`src/txp_consts.vh`:
```
// Constants for the transmit nibble port and interpolation front end.
`ifndef TXP_CONSTS_VH
`define TXP_CONSTS_VH

// Register word indices; byte address is four times the index.
`define TXP_IDX_CTRL 6'h00
`define TXP_IDX_GAIN 6'h06
`define TXP_IDX_MODE 6'h07
`define TXP_IDX_STAT 6'h08

// Control register fields.
`define TXP_CTRL_TX_EN 0
`define TXP_CTRL_CAP_FALL 1
`define TXP_CTRL_CLK_INV 2
`define TXP_CTRL_CLK_DIS 3
`define TXP_CTRL_NIB_SWAP 4
`define TXP_CTRL_MUX_EN 5
`define TXP_CTRL_OFS_BIN 6
`define TXP_CTRL_PASS 7
`define TXP_CTRL_L_LO 8
`define TXP_CTRL_L_HI 9
`define TXP_CTRL_SRST 31
`define TXP_CTRL_RESET 32'h0000_0020

// Filter mode field and codes.
`define TXP_MODE_LO 4
`define TXP_MODE_HI 7
`define TXP_MODE_RESET 32'h0000_0000
`define TXP_M_LP4 4'h0
`define TXP_M_LP2 4'h1
`define TXP_M_ADJ4 4'h4
`define TXP_M_ADJ2 4'h5
`define TXP_M_LOW4 4'h8
`define TXP_M_UPP4 4'hc

// Impulse peak latency and flush length in DAC clock cycles.
`define TXP_LAT_4X 8'h56
`define TXP_LAT_LP2 8'h1e
`define TXP_LAT_ADJ2 8'h03
`define TXP_LAT_PASS 8'h02
`define TXP_FL_4X 8'h80
`define TXP_FL_2X 8'h30
`define TXP_FL_LOW 8'h94
`define TXP_FL_UPP 8'h8e
`define TXP_FL_PASS 8'h01

// Status fields.
`define TXP_ST_SETTLED 8
`define TXP_ST_OVF 9
`define TXP_ST_UNF 10
`define TXP_ST_GAIN_PIN 11

// Timing: DAC tick falls on this count of a four-state divider; pin sync latency.
`define TXP_DAC_DIV 2'h3
`define TXP_SYNC_LAT 3

// Bus responses.
`define TXP_RESP_OK 2'h0
`define TXP_RESP_ERR 2'h2

`endif

```
`src/txp_fifo.v`:
```
// Synchronous word FIFO with valid/ready on both sides.
module txp_fifo #(
  parameter WIDTH = 12,
  parameter DEPTH = 32,
  parameter AW = 5
) (
  // Clock and reset
  input wire aclk,
  input wire aresetn,
  input wire clear,
  // Fill side
  input wire in_valid,
  output wire in_ready,
  input wire [WIDTH-1:0] in_data,
  // Drain side
  output wire out_valid,
  input wire out_ready,
  output wire [WIDTH-1:0] out_data,
  // Fill level
  output wire [AW:0] level
);
  reg [WIDTH-1:0] mem [0:DEPTH-1];
  reg [AW:0] wr_ff;
  reg [AW:0] rd_ff;
  wire push;
  wire pop;

  assign level = wr_ff - rd_ff;
  assign in_ready = (level != DEPTH[AW:0]);
  assign out_valid = (level != {(AW+1){1'b0}});
  assign out_data = mem[rd_ff[AW-1:0]];
  assign push = in_valid && in_ready;
  assign pop = out_valid && out_ready;

  always @(posedge aclk) begin
    if (push) begin
      mem[wr_ff[AW-1:0]] <= in_data;
    end
  end

  always @(posedge aclk) begin
    if (!aresetn || clear) begin
      wr_ff <= {(AW+1){1'b0}};
      rd_ff <= {(AW+1){1'b0}};
    end else begin
      if (push) begin
        wr_ff <= wr_ff + 1'b1;
      end
      if (pop) begin
        rd_ff <= rd_ff + 1'b1;
      end
    end
  end
endmodule

```
`src/txp_top.v`:
```
// Transmit nibble port, sample FIFO, interpolation filter and register slave.
`include "txp_consts.vh"
module txp_top #(
  parameter FIFO_DEPTH = 32,
  parameter FIFO_AW = 5,
  parameter DL_AW = 7
) (
  // Clock and reset
  input wire aclk,
  input wire aresetn,
  // AXI4-Lite write address and data
  input wire awvalid,
  output reg awready_ff,
  input wire [7:0] awaddr,
  input wire wvalid,
  output reg wready_ff,
  input wire [31:0] wdata,
  input wire [3:0] wstrb,
  // AXI4-Lite write response
  output reg bvalid_ff,
  input wire bready,
  output reg [1:0] bresp_ff,
  // AXI4-Lite read
  input wire arvalid,
  output reg arready_ff,
  input wire [7:0] araddr,
  output reg rvalid_ff,
  input wire rready,
  output reg [31:0] rdata_ff,
  output reg [1:0] rresp_ff,
  // Transmit nibble port pins
  input wire [5:0] tx_nibble,
  input wire tx_strobe,
  input wire gain_access_sel,
  output reg tx_port_clk_ff,
  // Converter side
  output reg [11:0] dac_data_ff,
  output reg dac_strobe_ff,
  output reg ref_osc_tick_ff,
  output reg [5:0] rx_gain_ff
);
  reg [31:0] ctrl_ff;
  reg [31:0] mode_ff;
  reg ovf_ff;
  reg unf_ff;
  reg srst_ff;
  wire port_rst = !aresetn || srst_ff;
  wire [3:0] mode = mode_ff[`TXP_MODE_HI:`TXP_MODE_LO];

  // Pin synchronisers: gain select, strobe, nibble.
  reg [7:0] s1_ff;
  reg [7:0] s2_ff;
  reg [7:0] s3_ff;
  reg [7:0] agr_ff;
  always @(posedge aclk) begin
    if (!aresetn) begin
      s1_ff <= 8'h00;
      s2_ff <= 8'h00;
      s3_ff <= 8'h00;
      agr_ff <= 8'h00;
    end else begin
      s1_ff <= {gain_access_sel, tx_strobe, tx_nibble};
      s2_ff <= s1_ff;
      s3_ff <= s2_ff;
      agr_ff <= (~(s2_ff ^ s3_ff) & s2_ff) | ((s2_ff ^ s3_ff) & agr_ff);
    end
  end
  wire [5:0] nib = agr_ff[5:0];
  wire strobe_in = agr_ff[6];
  wire gain_mode = agr_ff[7];

  // Mode decode: interpolation factor, shift, delay and flush figures.
  reg [2:0] k_fac;
  reg [1:0] k_sh;
  reg [7:0] lat;
  reg [7:0] flush_len;
  reg [1:0] mod_sel;
  always @* begin
    k_fac = 3'h4;
    k_sh = 2'h2;
    lat = `TXP_LAT_4X;
    flush_len = `TXP_FL_4X;
    mod_sel = 2'h0;
    case (mode)
      `TXP_M_LP4: begin
        mod_sel = 2'h0;
      end
      `TXP_M_LP2: begin
        k_fac = 3'h2;
        k_sh = 2'h1;
        lat = `TXP_LAT_LP2;
        flush_len = `TXP_FL_2X;
      end
      `TXP_M_ADJ4: begin
        mod_sel = 2'h1;
      end
      `TXP_M_ADJ2: begin
        k_fac = 3'h2;
        k_sh = 2'h1;
        lat = `TXP_LAT_ADJ2;
        flush_len = `TXP_FL_2X;
        mod_sel = 2'h1;
      end
      `TXP_M_LOW4: begin
        flush_len = `TXP_FL_LOW;
        mod_sel = 2'h2;
      end
      `TXP_M_UPP4: begin
        flush_len = `TXP_FL_UPP;
        mod_sel = 2'h3;
      end
      default: begin
        k_fac = 3'h1;
        k_sh = 2'h0;
        lat = `TXP_LAT_PASS;
        flush_len = `TXP_FL_PASS;
      end
    endcase
    // Unlisted codes and the pass bit both bypass filtering.
    if (ctrl_ff[`TXP_CTRL_PASS]) begin
      k_fac = 3'h1;
      k_sh = 2'h0;
      lat = `TXP_LAT_PASS;
      flush_len = `TXP_FL_PASS;
      mod_sel = 2'h0;
    end
  end

  // Port clock from a divider: half period K cycles with mux, 2K without.
  reg [3:0] hcnt_ff;
  reg pclk_ff;
  wire mux_en = ctrl_ff[`TXP_CTRL_MUX_EN];
  wire [3:0] half_len = mux_en ? {1'b0, k_fac} : {k_fac, 1'b0};
  wire pwrap = (hcnt_ff == half_len - 4'h1) || (hcnt_ff >= half_len);
  wire nxt_pclk = pwrap ? !pclk_ff : pclk_ff;
  wire rise = pwrap && !pclk_ff;
  wire fall = pwrap && pclk_ff;
  wire cap_evt = ctrl_ff[`TXP_CTRL_CAP_FALL] ? fall : rise;
  reg [`TXP_SYNC_LAT-1:0] evt_ff;
  always @(posedge aclk) begin
    if (port_rst) begin
      hcnt_ff <= 4'h0;
      pclk_ff <= 1'b0;
      tx_port_clk_ff <= 1'b0;
      evt_ff <= {`TXP_SYNC_LAT{1'b0}};
    end else begin
      hcnt_ff <= pwrap ? 4'h0 : hcnt_ff + 4'h1;
      pclk_ff <= nxt_pclk;
      tx_port_clk_ff <= !ctrl_ff[`TXP_CTRL_CLK_DIS] && (nxt_pclk ^ ctrl_ff[`TXP_CTRL_CLK_INV]);
      // The pins reach agr_ff four cycles late; the capture event is held back three cycles.
      evt_ff <= {evt_ff[`TXP_SYNC_LAT-2:0], cap_evt};
    end
  end
  wire capture = evt_ff[`TXP_SYNC_LAT-1];

  // Nibble assembly into words, or direct gain writes.
  reg [5:0] first_ff;
  reg have_ff;
  reg push_ff;
  reg [11:0] push_data_ff;
  wire fifo_in_ready;
  wire [11:0] pair = ctrl_ff[`TXP_CTRL_NIB_SWAP] ? {nib, first_ff} : {first_ff, nib};
  always @(posedge aclk) begin
    if (port_rst) begin
      first_ff <= 6'h00;
      have_ff <= 1'b0;
      push_ff <= 1'b0;
      push_data_ff <= 12'h000;
    end else begin
      push_ff <= 1'b0;
      if (capture) begin
        if (gain_mode) begin
          have_ff <= 1'b0;
        end else if (!mux_en) begin
          push_ff <= 1'b1;
          push_data_ff <= {nib, 6'h00};
        end else if (strobe_in) begin
          first_ff <= nib;
          have_ff <= 1'b1;
        end else if (have_ff) begin
          push_ff <= 1'b1;
          push_data_ff <= pair;
          have_ff <= 1'b0;
        end
      end
    end
  end

  // DAC clock ticks and reference tick every L DAC cycles.
  reg [1:0] dcnt_ff;
  reg [3:0] rcnt_ff;
  wire tick = (dcnt_ff == `TXP_DAC_DIV);
  wire [1:0] lcode = ctrl_ff[`TXP_CTRL_L_HI:`TXP_CTRL_L_LO];
  wire [3:0] l_fac = 4'h1 << lcode;
  always @(posedge aclk) begin
    if (!aresetn) begin
      dcnt_ff <= 2'h0;
      rcnt_ff <= 4'h0;
      ref_osc_tick_ff <= 1'b0;
      dac_strobe_ff <= 1'b0;
    end else begin
      dcnt_ff <= dcnt_ff + 2'h1;
      dac_strobe_ff <= tick;
      ref_osc_tick_ff <= 1'b0;
      if (tick) begin
        if (rcnt_ff >= l_fac - 4'h1) begin
          rcnt_ff <= 4'h0;
          ref_osc_tick_ff <= 1'b1;
        end else begin
          rcnt_ff <= rcnt_ff + 4'h1;
        end
      end
    end
  end

  // Sample FIFO between the port and the filter.
  wire fifo_out_valid;
  wire [11:0] fifo_out_data;
  wire [FIFO_AW:0] fifo_level;
  reg [1:0] ph_ff;
  wire load = tick && (ph_ff == 2'h0);
  wire fifo_pop = load && ctrl_ff[`TXP_CTRL_TX_EN];
  txp_fifo #(
    .WIDTH(12),
    .DEPTH(FIFO_DEPTH),
    .AW(FIFO_AW)
  ) u_fifo (
    .aclk(aclk),
    .aresetn(aresetn),
    .clear(srst_ff),
    .in_valid(push_ff),
    .in_ready(fifo_in_ready),
    .in_data(push_data_ff),
    .out_valid(fifo_out_valid),
    .out_ready(fifo_pop),
    .out_data(fifo_out_data),
    .level(fifo_level)
  );

  // Interpolator history and delay line are never reset, so they survive
  // both resets; the zeros loaded whenever no word is popped clear them.
  reg [11:0] cur_ff;
  reg [11:0] prv_ff;
  reg [11:0] dl [0:(1<<DL_AW)-1];
  reg [DL_AW-1:0] wp_ff;
  reg [1:0] mc_ff;
  reg [7:0] fl_ff;
  wire [11:0] x_in = (fifo_pop && fifo_out_valid) ? fifo_out_data : 12'h000;
  wire [2:0] weight = (ph_ff == 2'h0) ? k_fac : {1'b0, ph_ff};
  wire signed [12:0] diff = $signed({cur_ff[11], cur_ff}) - $signed({prv_ff[11], prv_ff});
  wire signed [16:0] prod = diff * $signed({1'b0, weight});
  wire signed [16:0] step = prod >>> k_sh;
  wire [11:0] y = prv_ff + step[11:0];
  wire [11:0] y_neg = (y == 12'h800) ? 12'h7ff : (12'h000 - y);
  reg [11:0] y_mod;
  always @* begin
    case (mod_sel)
      2'h1: y_mod = mc_ff[0] ? y_neg : y;
      2'h2: y_mod = mc_ff[0] ? 12'h000 : (mc_ff[1] ? y_neg : y);
      2'h3: y_mod = !mc_ff[0] ? 12'h000 : (mc_ff[1] ? y_neg : y);
      default: y_mod = y;
    endcase
  end
  // Peak leaves the interpolator K ticks after the pop; delay makes up the rest.
  wire [7:0] dly = lat - {5'h00, k_fac};
  wire [DL_AW-1:0] rp = wp_ff - dly[DL_AW-1:0];
  always @(posedge aclk) begin
    if (tick) begin
      if (load) begin
        prv_ff <= cur_ff;
        cur_ff <= x_in;
      end
      dl[wp_ff] <= y_mod;
    end
  end

  always @(posedge aclk) begin
    if (!aresetn) begin
      ph_ff <= 2'h0;
      mc_ff <= 2'h0;
      wp_ff <= {DL_AW{1'b0}};
      fl_ff <= 8'h00;
      dac_data_ff <= 12'h000;
    end else if (tick) begin
      ph_ff <= (ph_ff >= k_fac[1:0] - 2'h1 || k_fac[2]) && ph_ff == (k_fac - 3'h1) ?
               2'h0 : ph_ff + 2'h1;
      mc_ff <= mc_ff + 2'h1;
      wp_ff <= wp_ff + 1'b1;
      if (load && x_in != 12'h000) begin
        fl_ff <= 8'h00;
      end else if (fl_ff != 8'hff) begin
        fl_ff <= fl_ff + 8'h01;
      end
      // offset binary is the two's complement word with its top bit flipped.
      dac_data_ff <= dl[rp] ^ {ctrl_ff[`TXP_CTRL_OFS_BIN], 11'h000};
    end
  end
  wire settled = (fl_ff >= flush_len);

  // Register slave: write takes address and data together.
  wire aw_hs = awready_ff && awvalid && wvalid;
  wire [5:0] widx = awaddr[7:2];
  wire [5:0] ridx = araddr[7:2];
  wire [31:0] wmask = {{8{wstrb[3]}}, {8{wstrb[2]}}, {8{wstrb[1]}}, {8{wstrb[0]}}};
  wire wr_ctrl = aw_hs && widx == `TXP_IDX_CTRL;
  wire wr_mode = aw_hs && widx == `TXP_IDX_MODE;
  wire wr_gain = aw_hs && widx == `TXP_IDX_GAIN;
  wire wr_stat = aw_hs && widx == `TXP_IDX_STAT;
  wire w_ok = wr_ctrl || wr_mode || wr_gain || wr_stat;
  wire ovf_evt = push_ff && !fifo_in_ready;
  wire unf_evt = fifo_pop && !fifo_out_valid;
  wire [31:0] stat = {20'h00000, gain_mode, unf_ff, ovf_ff, settled,
                      {(7-FIFO_AW){1'b0}}, fifo_level};
  always @(posedge aclk) begin
    if (!aresetn) begin
      awready_ff <= 1'b0;
      wready_ff <= 1'b0;
      bvalid_ff <= 1'b0;
      bresp_ff <= `TXP_RESP_OK;
      ctrl_ff <= `TXP_CTRL_RESET;
      mode_ff <= `TXP_MODE_RESET;
      rx_gain_ff <= 6'h00;
      ovf_ff <= 1'b0;
      unf_ff <= 1'b0;
      srst_ff <= 1'b0;
    end else begin
      awready_ff <= !awready_ff && !bvalid_ff && awvalid && wvalid;
      wready_ff <= !awready_ff && !bvalid_ff && awvalid && wvalid;
      srst_ff <= 1'b0;
      if (aw_hs) begin
        bvalid_ff <= 1'b1;
        bresp_ff <= w_ok ? `TXP_RESP_OK : `TXP_RESP_ERR;
      end else if (bready) begin
        bvalid_ff <= 1'b0;
      end
      if (wr_ctrl) begin
        ctrl_ff <= (ctrl_ff & ~wmask) | (wdata & wmask & ~(32'h1 << `TXP_CTRL_SRST));
        srst_ff <= wdata[`TXP_CTRL_SRST] && wstrb[3];
      end
      if (wr_mode) begin
        mode_ff <= (mode_ff & ~wmask) | (wdata & wmask & 32'h0000_00f0);
      end
      // Pin access wins over a software write in the same cycle.
      if (capture && gain_mode) begin
        rx_gain_ff <= nib;
      end else if (wr_gain && wstrb[0]) begin
        rx_gain_ff <= wdata[5:0];
      end
      // Sticky flags: a new event wins over a write-one clear.
      ovf_ff <= ovf_evt || (ovf_ff && !(wr_stat && wstrb[1] && wdata[`TXP_ST_OVF]));
      unf_ff <= unf_evt || (unf_ff && !(wr_stat && wstrb[1] && wdata[`TXP_ST_UNF]));
    end
  end

  always @(posedge aclk) begin
    if (!aresetn) begin
      arready_ff <= 1'b0;
      rvalid_ff <= 1'b0;
      rdata_ff <= 32'h0000_0000;
      rresp_ff <= `TXP_RESP_OK;
    end else begin
      arready_ff <= !arready_ff && !rvalid_ff && arvalid;
      if (arready_ff && arvalid) begin
        rvalid_ff <= 1'b1;
        rresp_ff <= `TXP_RESP_OK;
        case (ridx)
          `TXP_IDX_CTRL: rdata_ff <= ctrl_ff;
          `TXP_IDX_MODE: rdata_ff <= mode_ff;
          `TXP_IDX_GAIN: rdata_ff <= {26'h0, rx_gain_ff};
          `TXP_IDX_STAT: rdata_ff <= stat;
          default: begin
            rdata_ff <= 32'h0000_0000;
            rresp_ff <= `TXP_RESP_ERR;
          end
        endcase
      end else if (rready) begin
        rvalid_ff <= 1'b0;
      end
    end
  end
endmodule

```
`config.mk`:
```
export PLATFORM = sky130hd
export DESIGN_NAME = txp_top
export DESIGN_NICKNAME = d
export VERILOG_FILES = /design/src/txp_fifo.v /design/src/txp_top.v
export VERILOG_INCLUDE_DIRS = /design/src /design/src/src
export SDC_FILE = /design/constraint.sdc
export NUM_CORES = 2
export LEC_CHECK = 0
export ABC_AREA = 1
export BUFFER_PORTS_ARGS = -buffer_cell sky130_fd_sc_hd__buf_2
export CAP_MARGIN = 20
export CORE_UTILIZATION = 55
export CTS_CLUSTER_DIAMETER = 30
export DETAILED_ROUTE_END_ITERATION = 7
export GPL_ROUTABILITY_DRIVEN = 0
export PLACE_DENSITY = 0.7
export RECOVER_POWER = 50
export SYNTH_ARGS = -nofsm -noshare
export SYNTH_HDL_FRONTEND = slang
export SYNTH_SLANG_ARGS = --single-unit
```
`constraint.sdc`:
```
create_clock -name aclk -period 11.2 [get_ports aclk]
set_input_delay 1.12 -clock aclk [delete_from_list [all_inputs] [get_ports aclk]]
set_output_delay 1.12 -clock aclk [all_outputs]
set_load 0.02 [all_outputs]
```
Word-level counts from Yosys, hierarchy flattened. Memory sizes are Yosys's and may differ from the RTL's. A register that Yosys moved wholly into a read port is not among the register bits. Index checks and enable logic that the tools add are counted.

Memories kept: 2. Register bits: 249. Output and inout bits: 62. RAM bits: 1920. Bits of input ports: 67.

Memories: dl (words 128, bits a word 12, read ports 1, clocked after Yosys merged registers in 0, write ports 1, line txp_top.v:244) `reg [11:0] dl [0:(1<<DL_AW)-1];`; u_fifo.mem (words 32, bits a word 12, read ports 1, clocked after Yosys merged registers in 1, write ports 1, line txp_fifo.v:22) `reg [WIDTH-1:0] mem [0:DEPTH-1];`.

Magnitude comparators: 4. $add $sub $neg: 19. Shifts and indexed selects: 2. Muxes and demuxes: 51. Eq/ne operators: 22. $mul: 1. Bitwise gates (word level): 15. Reductions and logical operators: 75.

Operators with widths (number): $pmux W32 S4 (1); $mux W12 (10); $and A32 B32 Y32 (2); $pmux W12 S3 (1); $not A32 Y32 (1); $or A32 B31 Y32 (1); $or A32 B8 Y32 (1); $pmux W8 S4 (1); $and A31 B31 Y31 (1); $logic_and A1 B1 Y1 (31); $eq A6 B3 Y1 const B (4); $mux W8 (3); $pmux W7 S3 (1); $mul A13 B4 Y17 (1); $mux W1 (17); $sshr A17 B2 Y12 (1); $and A8 B8 Y8 (2); $sub A12 B12 Y13 (1); $add A12 B12 Y12 (1); $add A6 B1 Y6 const B (2); $eq A12 B12 Y1 const B (1); $eq A6 B4 Y1 const B (2); $logic_not A6 Y1 (2); $mux W6 (2); other kinds (52) (99).

Longest topological paths before layout.
Word-level depth: 13. Depth in mapped cells: 41. Depth with buffers taken out: 41.

Cells and area by module. A second synthesis with hierarchy kept.

Cells, all modules: 8104. Area total of the unflattened synthesis: 91328.8 µm².

By module, submodules not included: txp_top (seq. area each 51069.0 µm², area each 74611.6 µm², instances 1, cells an instance 6635); txp_fifo (seq. area each 11871.4 µm², area each 16717.3 µm², instances 1, cells an instance 1469).

Worst setup path before layout. Ideal clock, no wire load.

Kind: register -> register. From: register prv_ff[0]. To: memory dl[0][5], data pin. Required time: 10.293 ns. Path slack: 2.999 ns. Setup time: 0.907 ns. Stages on the path, launching flop included: 38. Buffers on the path: 1. Arrival time: 7.294 ns. Cell sequence: edfxtp_1 > ha_1 > fa_1 > or2_2 > nand2_1 > o21ai_0 > o21ai_0 > a21o_1 > nand2_1 > nand2_1 > nand2_1 > nand2_1 > xor2_1 > nor2_1 > ha_1 > fa_1 > ha_1 > nand2_1 > [... 2 more ...] > nand3_1 > nand2_1 > nand3_1 > nand2_1 > nand2_1 > o21ai_0 > ha_1 > inv_1 > nor3_1 > nand3_1 > nand4_1 > xor2_1 > nor2_2 > nand3_2 > buf_2 > nand3_1 > nand3_1 > nand3_1.

Cells in the longest elaborated chain, start to end: 9. Elaborated cells on any way between the ends: 12.

RTL lines: start: declaration (line txp_top.v:243) `reg [11:0] prv_ff;`; start signal: assignment (line txp_top.v:270) `prv_ff <= cur_ff;`; $sub A12 B12 Y13 (line txp_top.v:250) `wire signed [12:0] diff = $signed({cur_ff[11], cur_ff}) - $signed({prv_ff[11], prv_ff});`; $mul A13 B4 Y17 (line txp_top.v:251) `wire signed [16:0] prod = diff * $signed({1'b0, weight});`; $sshr A17 B2 Y12 (line txp_top.v:252) `wire signed [16:0] step = prod >>> k_sh;`; $add A12 B12 Y12 * (line txp_top.v:253) `wire [11:0] y = prv_ff + step[11:0];`; $sub A1 B12 Y12 or $eq A12 B12 Y1 (tied branches) (line txp_top.v:254) `wire [11:0] y_neg = (y == 12'h800) ? 12'h7ff : (12'h000 - y);`; $mux W12 (line txp_top.v:254); $mux W12 (line txp_top.v:259, txp_top.v:260); $mux W12, on equally long branches (line txp_top.v:260, txp_top.v:259); $pmux W12 S3 * (line txp_top.v:257) `case (mod_sel)`; via y_mod[5] (line txp_top.v:255) `reg [11:0] y_mod;`; end: declaration (line txp_top.v:244).

Mark *: on every way through the listed nets, which the timed path passes. The rest lies on a longest branch.

Worst setup path in the final report.
From: register prv_ff[0]. To: memory dl[88][9], data pin.

Same word-level chain as after synthesis.

==> metrics.txt <==
Top FF cell, synth edfxtp_1; FF-to-FF path depth 37; leakage power 37.99 nW; WP data required 11.76 ns; Inst Count DP 10033; asr flop ratio synth 0%; die height 408.3 µm; Max IR drop VDD 0.1949 mV; TNS Setup 0 ns; Avg Cell Area, Syn 11.30 µm²; fillcell total 11706; Post-Synthesis Cell Area 0.09081 mm²; CTS Buf Count 423; Top Ports 129; synth unique cells 48; Cell Pwr Density 214.2 mW/mm²; YS warnings 0; type of origin of the critical path register; number of max-cap violations 21; maximum fanout along the worst path 75; row count 148; Hold-fix buffers, CTS 0; PortBufs 122; FF/Latch Area 0.06295 mm²; Reg2Reg Setup Slack 2.51 ns; Clock Sinks 2172; Die X 408.3 µm; count of final setup violators 0; RR Startpoint prv_ff[0]; sequential area share after synthesis 69.31%; share of cells above drive strength 1 10.20%; Final ANT Viol Nets 0; RSZ-0062 raised after global routing false; final net count 8510; Gate Count Post-Synth 8039; gr usage total 28.70%; Worst Max-Slew Pin Slew 3.766 ns; worst stage delay on the critical path 0.73 ns; worst hold path class input port to register; largest net degree at the start of global routing 199; first-pass GRT wire length 368.2 mm; final hold viol count 0; Worst Path Arrival 9.25 ns; CP max stage cell nand3_4; CP endpoint dl[88][9]; initial core utilization 55.60%; GRT overflow 0; status finished, violations left; CTS tree yes; Detail Placement HPWL 133.3 mm; pins over their slew limit 649; vias in the first global route 63051; per-cell routed wire length 22.41 µm; Placement Cell Area 0.09400 mm²; min Tclk post-route 8.690 ns; failing checks max-capacitance violations, max-slew violations; clk slew on worst S/H paths 0.05 ns; DR vias 64418; Design Power 0.02313 W; Post-CTS Setup Repair Bufs 0; Die Area 0.1667 mm²; reg2reg end dl[88][9]; Initial DRC Count 7037; crit end category register; Yosys top cell by area edfxtp_1; Multi-input gate area 0.02457 mm²; relative slew slack -151.1%; Final Cell Area 0.1080 mm²; CTS H-tree depth 5; antenna violations before repair 3; Synth top area share 64.28%; Highest Clock Rate 115.1 MHz; root buffer cell clkbuf_16; Clock Path Buffers 4; # diodes 0; synth top area cells edfxtp_1, nor2_1, dfxtp_1, o21ai_0, nand3_1; Critical Path Most Common Cell nand2_1; critical path class register to register; skew final 0.07543 ns; Core Box Area 0.1633 mm²; Worst Path Buf+Inv 2; Yosys reg bits 2172; synthesis-to-layout area growth 18.95%; number of flops mapped to enable cells by yosys 1944; part of the cycle the worst path needs 77.59%; Setup crit start prv_ff[0]; final WL 243.0 mm; DR pass1 iterations 6; Crit path depth 37; clock latency on the worst-skew pair 0.96 ns; Via density 5.941; Worst path top cell family by delay simple AND/OR/NAND/NOR gates; post-CTS sizing 0; DRC errors left 0; Cell Count, Final, Fillers Out 10843
[synthesized netlist by cell type (all sizes together) (14+ instances only)]
| cell type | count |
|---|---|
| nor3 | 52 |
| nand3 | 804 |
| fa | 17 |
| a31oi | 14 |
| a211oi | 46 |
| ha | 94 |
| nand2 | 983 |
| xnor2 | 15 |
| clkbuf | 280 |
| nor2 | 1408 |
| nand4 | 21 |
| xor2 | 33 |
| o21ai | 861 |
| a21oi | 199 |
| inv | 387 |
| and2 | 23 |
| buf | 211 |
| o211ai | 354 |
| edfxtp | 1944 |
| dfxtp | 228 |
[area by class of cell]
type	instances	area share [%]
inverter	391	1.371
clock inverter	293	3.132
clock buffer	468	10.10
multi-input combinational	4986	22.75
sequential	2172	58.28
tap	2175	2.519
timing repair buffer	358	1.850
[worst min-delay path, delay by kind of cell]
family                 cells  cell delay (ns)
buffers and inverters      2             0.11
and+or+nand+nor            1             0.04
[worst min-delay path by stage]
| stage | start | to | cells past startpoint |
|---|---|---|---|
| 2_1_floorplan | s1_ff[0] | s2_ff[0] | 2 |
| 6_report | tx_nibble[3] | s1_ff[3] | 3 |
| 3_3_place_gp | s1_ff[1] | s2_ff[1] | 2 |
| 3_5_place_dp | s1_ff[1] | s2_ff[1] | 2 |
| 4_1_cts | tx_nibble[3] | s1_ff[3] | 3 |
| 5_1_grt | tx_nibble[3] | s1_ff[3] | 3 |
[report_power, final]
group / switching [W] / internal [W] / leakage (nW) / total (W)
logic: 0.00106 / 0.000268 / 12.1 / 0.00133
clock network: 0.00408 / 0.00850 / 6.87 / 0.0126
registers: 0.0000164 / 0.00921 / 19.0 / 0.00922
[sequential cells by signal, summed over array words and instances (netlist names), 2 cells and up, named ones only]
name / flops
rx_gain_ff: 6
s3_ff: 8
rcnt_ff: 4
fl_ff: 8
cur_ff: 12
first_ff: 6
u_fifo.mem: 384
u_fifo.rd_ff: 6
s2_ff: 8
dcnt_ff: 2
prv_ff: 12
dl: 1536
evt_ff: 3
mode_ff: 28
rdata_ff: 32
mc_ff: 2
ph_ff: 2
hcnt_ff: 4
s1_ff: 8
wp_ff: 7
push_data_ff: 12
dac_data_ff: 12
u_fifo.wr_ff: 6
[kinds of logic after synthesis]
logic type / count (synthesis) / share of synthesized area, %
and+or+nand+nor: 3310 / 15.07
other: 1 / 0.004130
AOI/OAI and AO/OA: 1511 / 9.560
DFF: 2172 / 69.31
adders and majority gates: 111 / 1.670
xor gates and xnor gates: 48 / 0.4630
muxes: 4 / 0.04409
buffers and inverters: 882 / 3.876
[through the flow]
| stage | setup WS, ns | util, % | hold WS [ns] |
|---|---|---|---|
| after floorplan | 2.999 | - | 0.3905 |
| after global placement | 2.982 | 57.28 | 0.3980 |
| after detailed placement | 2.738 | 57.55 | 0.4002 |
| after CTS | 2.679 | 66.30 | 0.3020 |
| after global routing | 1.818 | 66.13 | 0.3303 |
| final | 2.510 | 66.13 | 0.3595 |
[routing by layer]
layer	vias up	GRT usage, %	wire (µm)
met1	31237	37.12	93260
met5	-	0	19
met3	586	5.837	22250
met2	3320	46.79	117200
li1	29271	-	-
met4	4	13.12	10270
[cell usage in the layout (no fill, tap or decap), types with 222 or more instances in the layout]
cell type     n
clkbuf_1    222
inv_1       376
o21ai_0     835
edfxtp_1   1944
clkbuf_16   428
o211ai_1    354
nand2_1     979
nor2_1     1404
dfxtp_1     225
nand3_1     793
(Power assumes the default switching activity.)
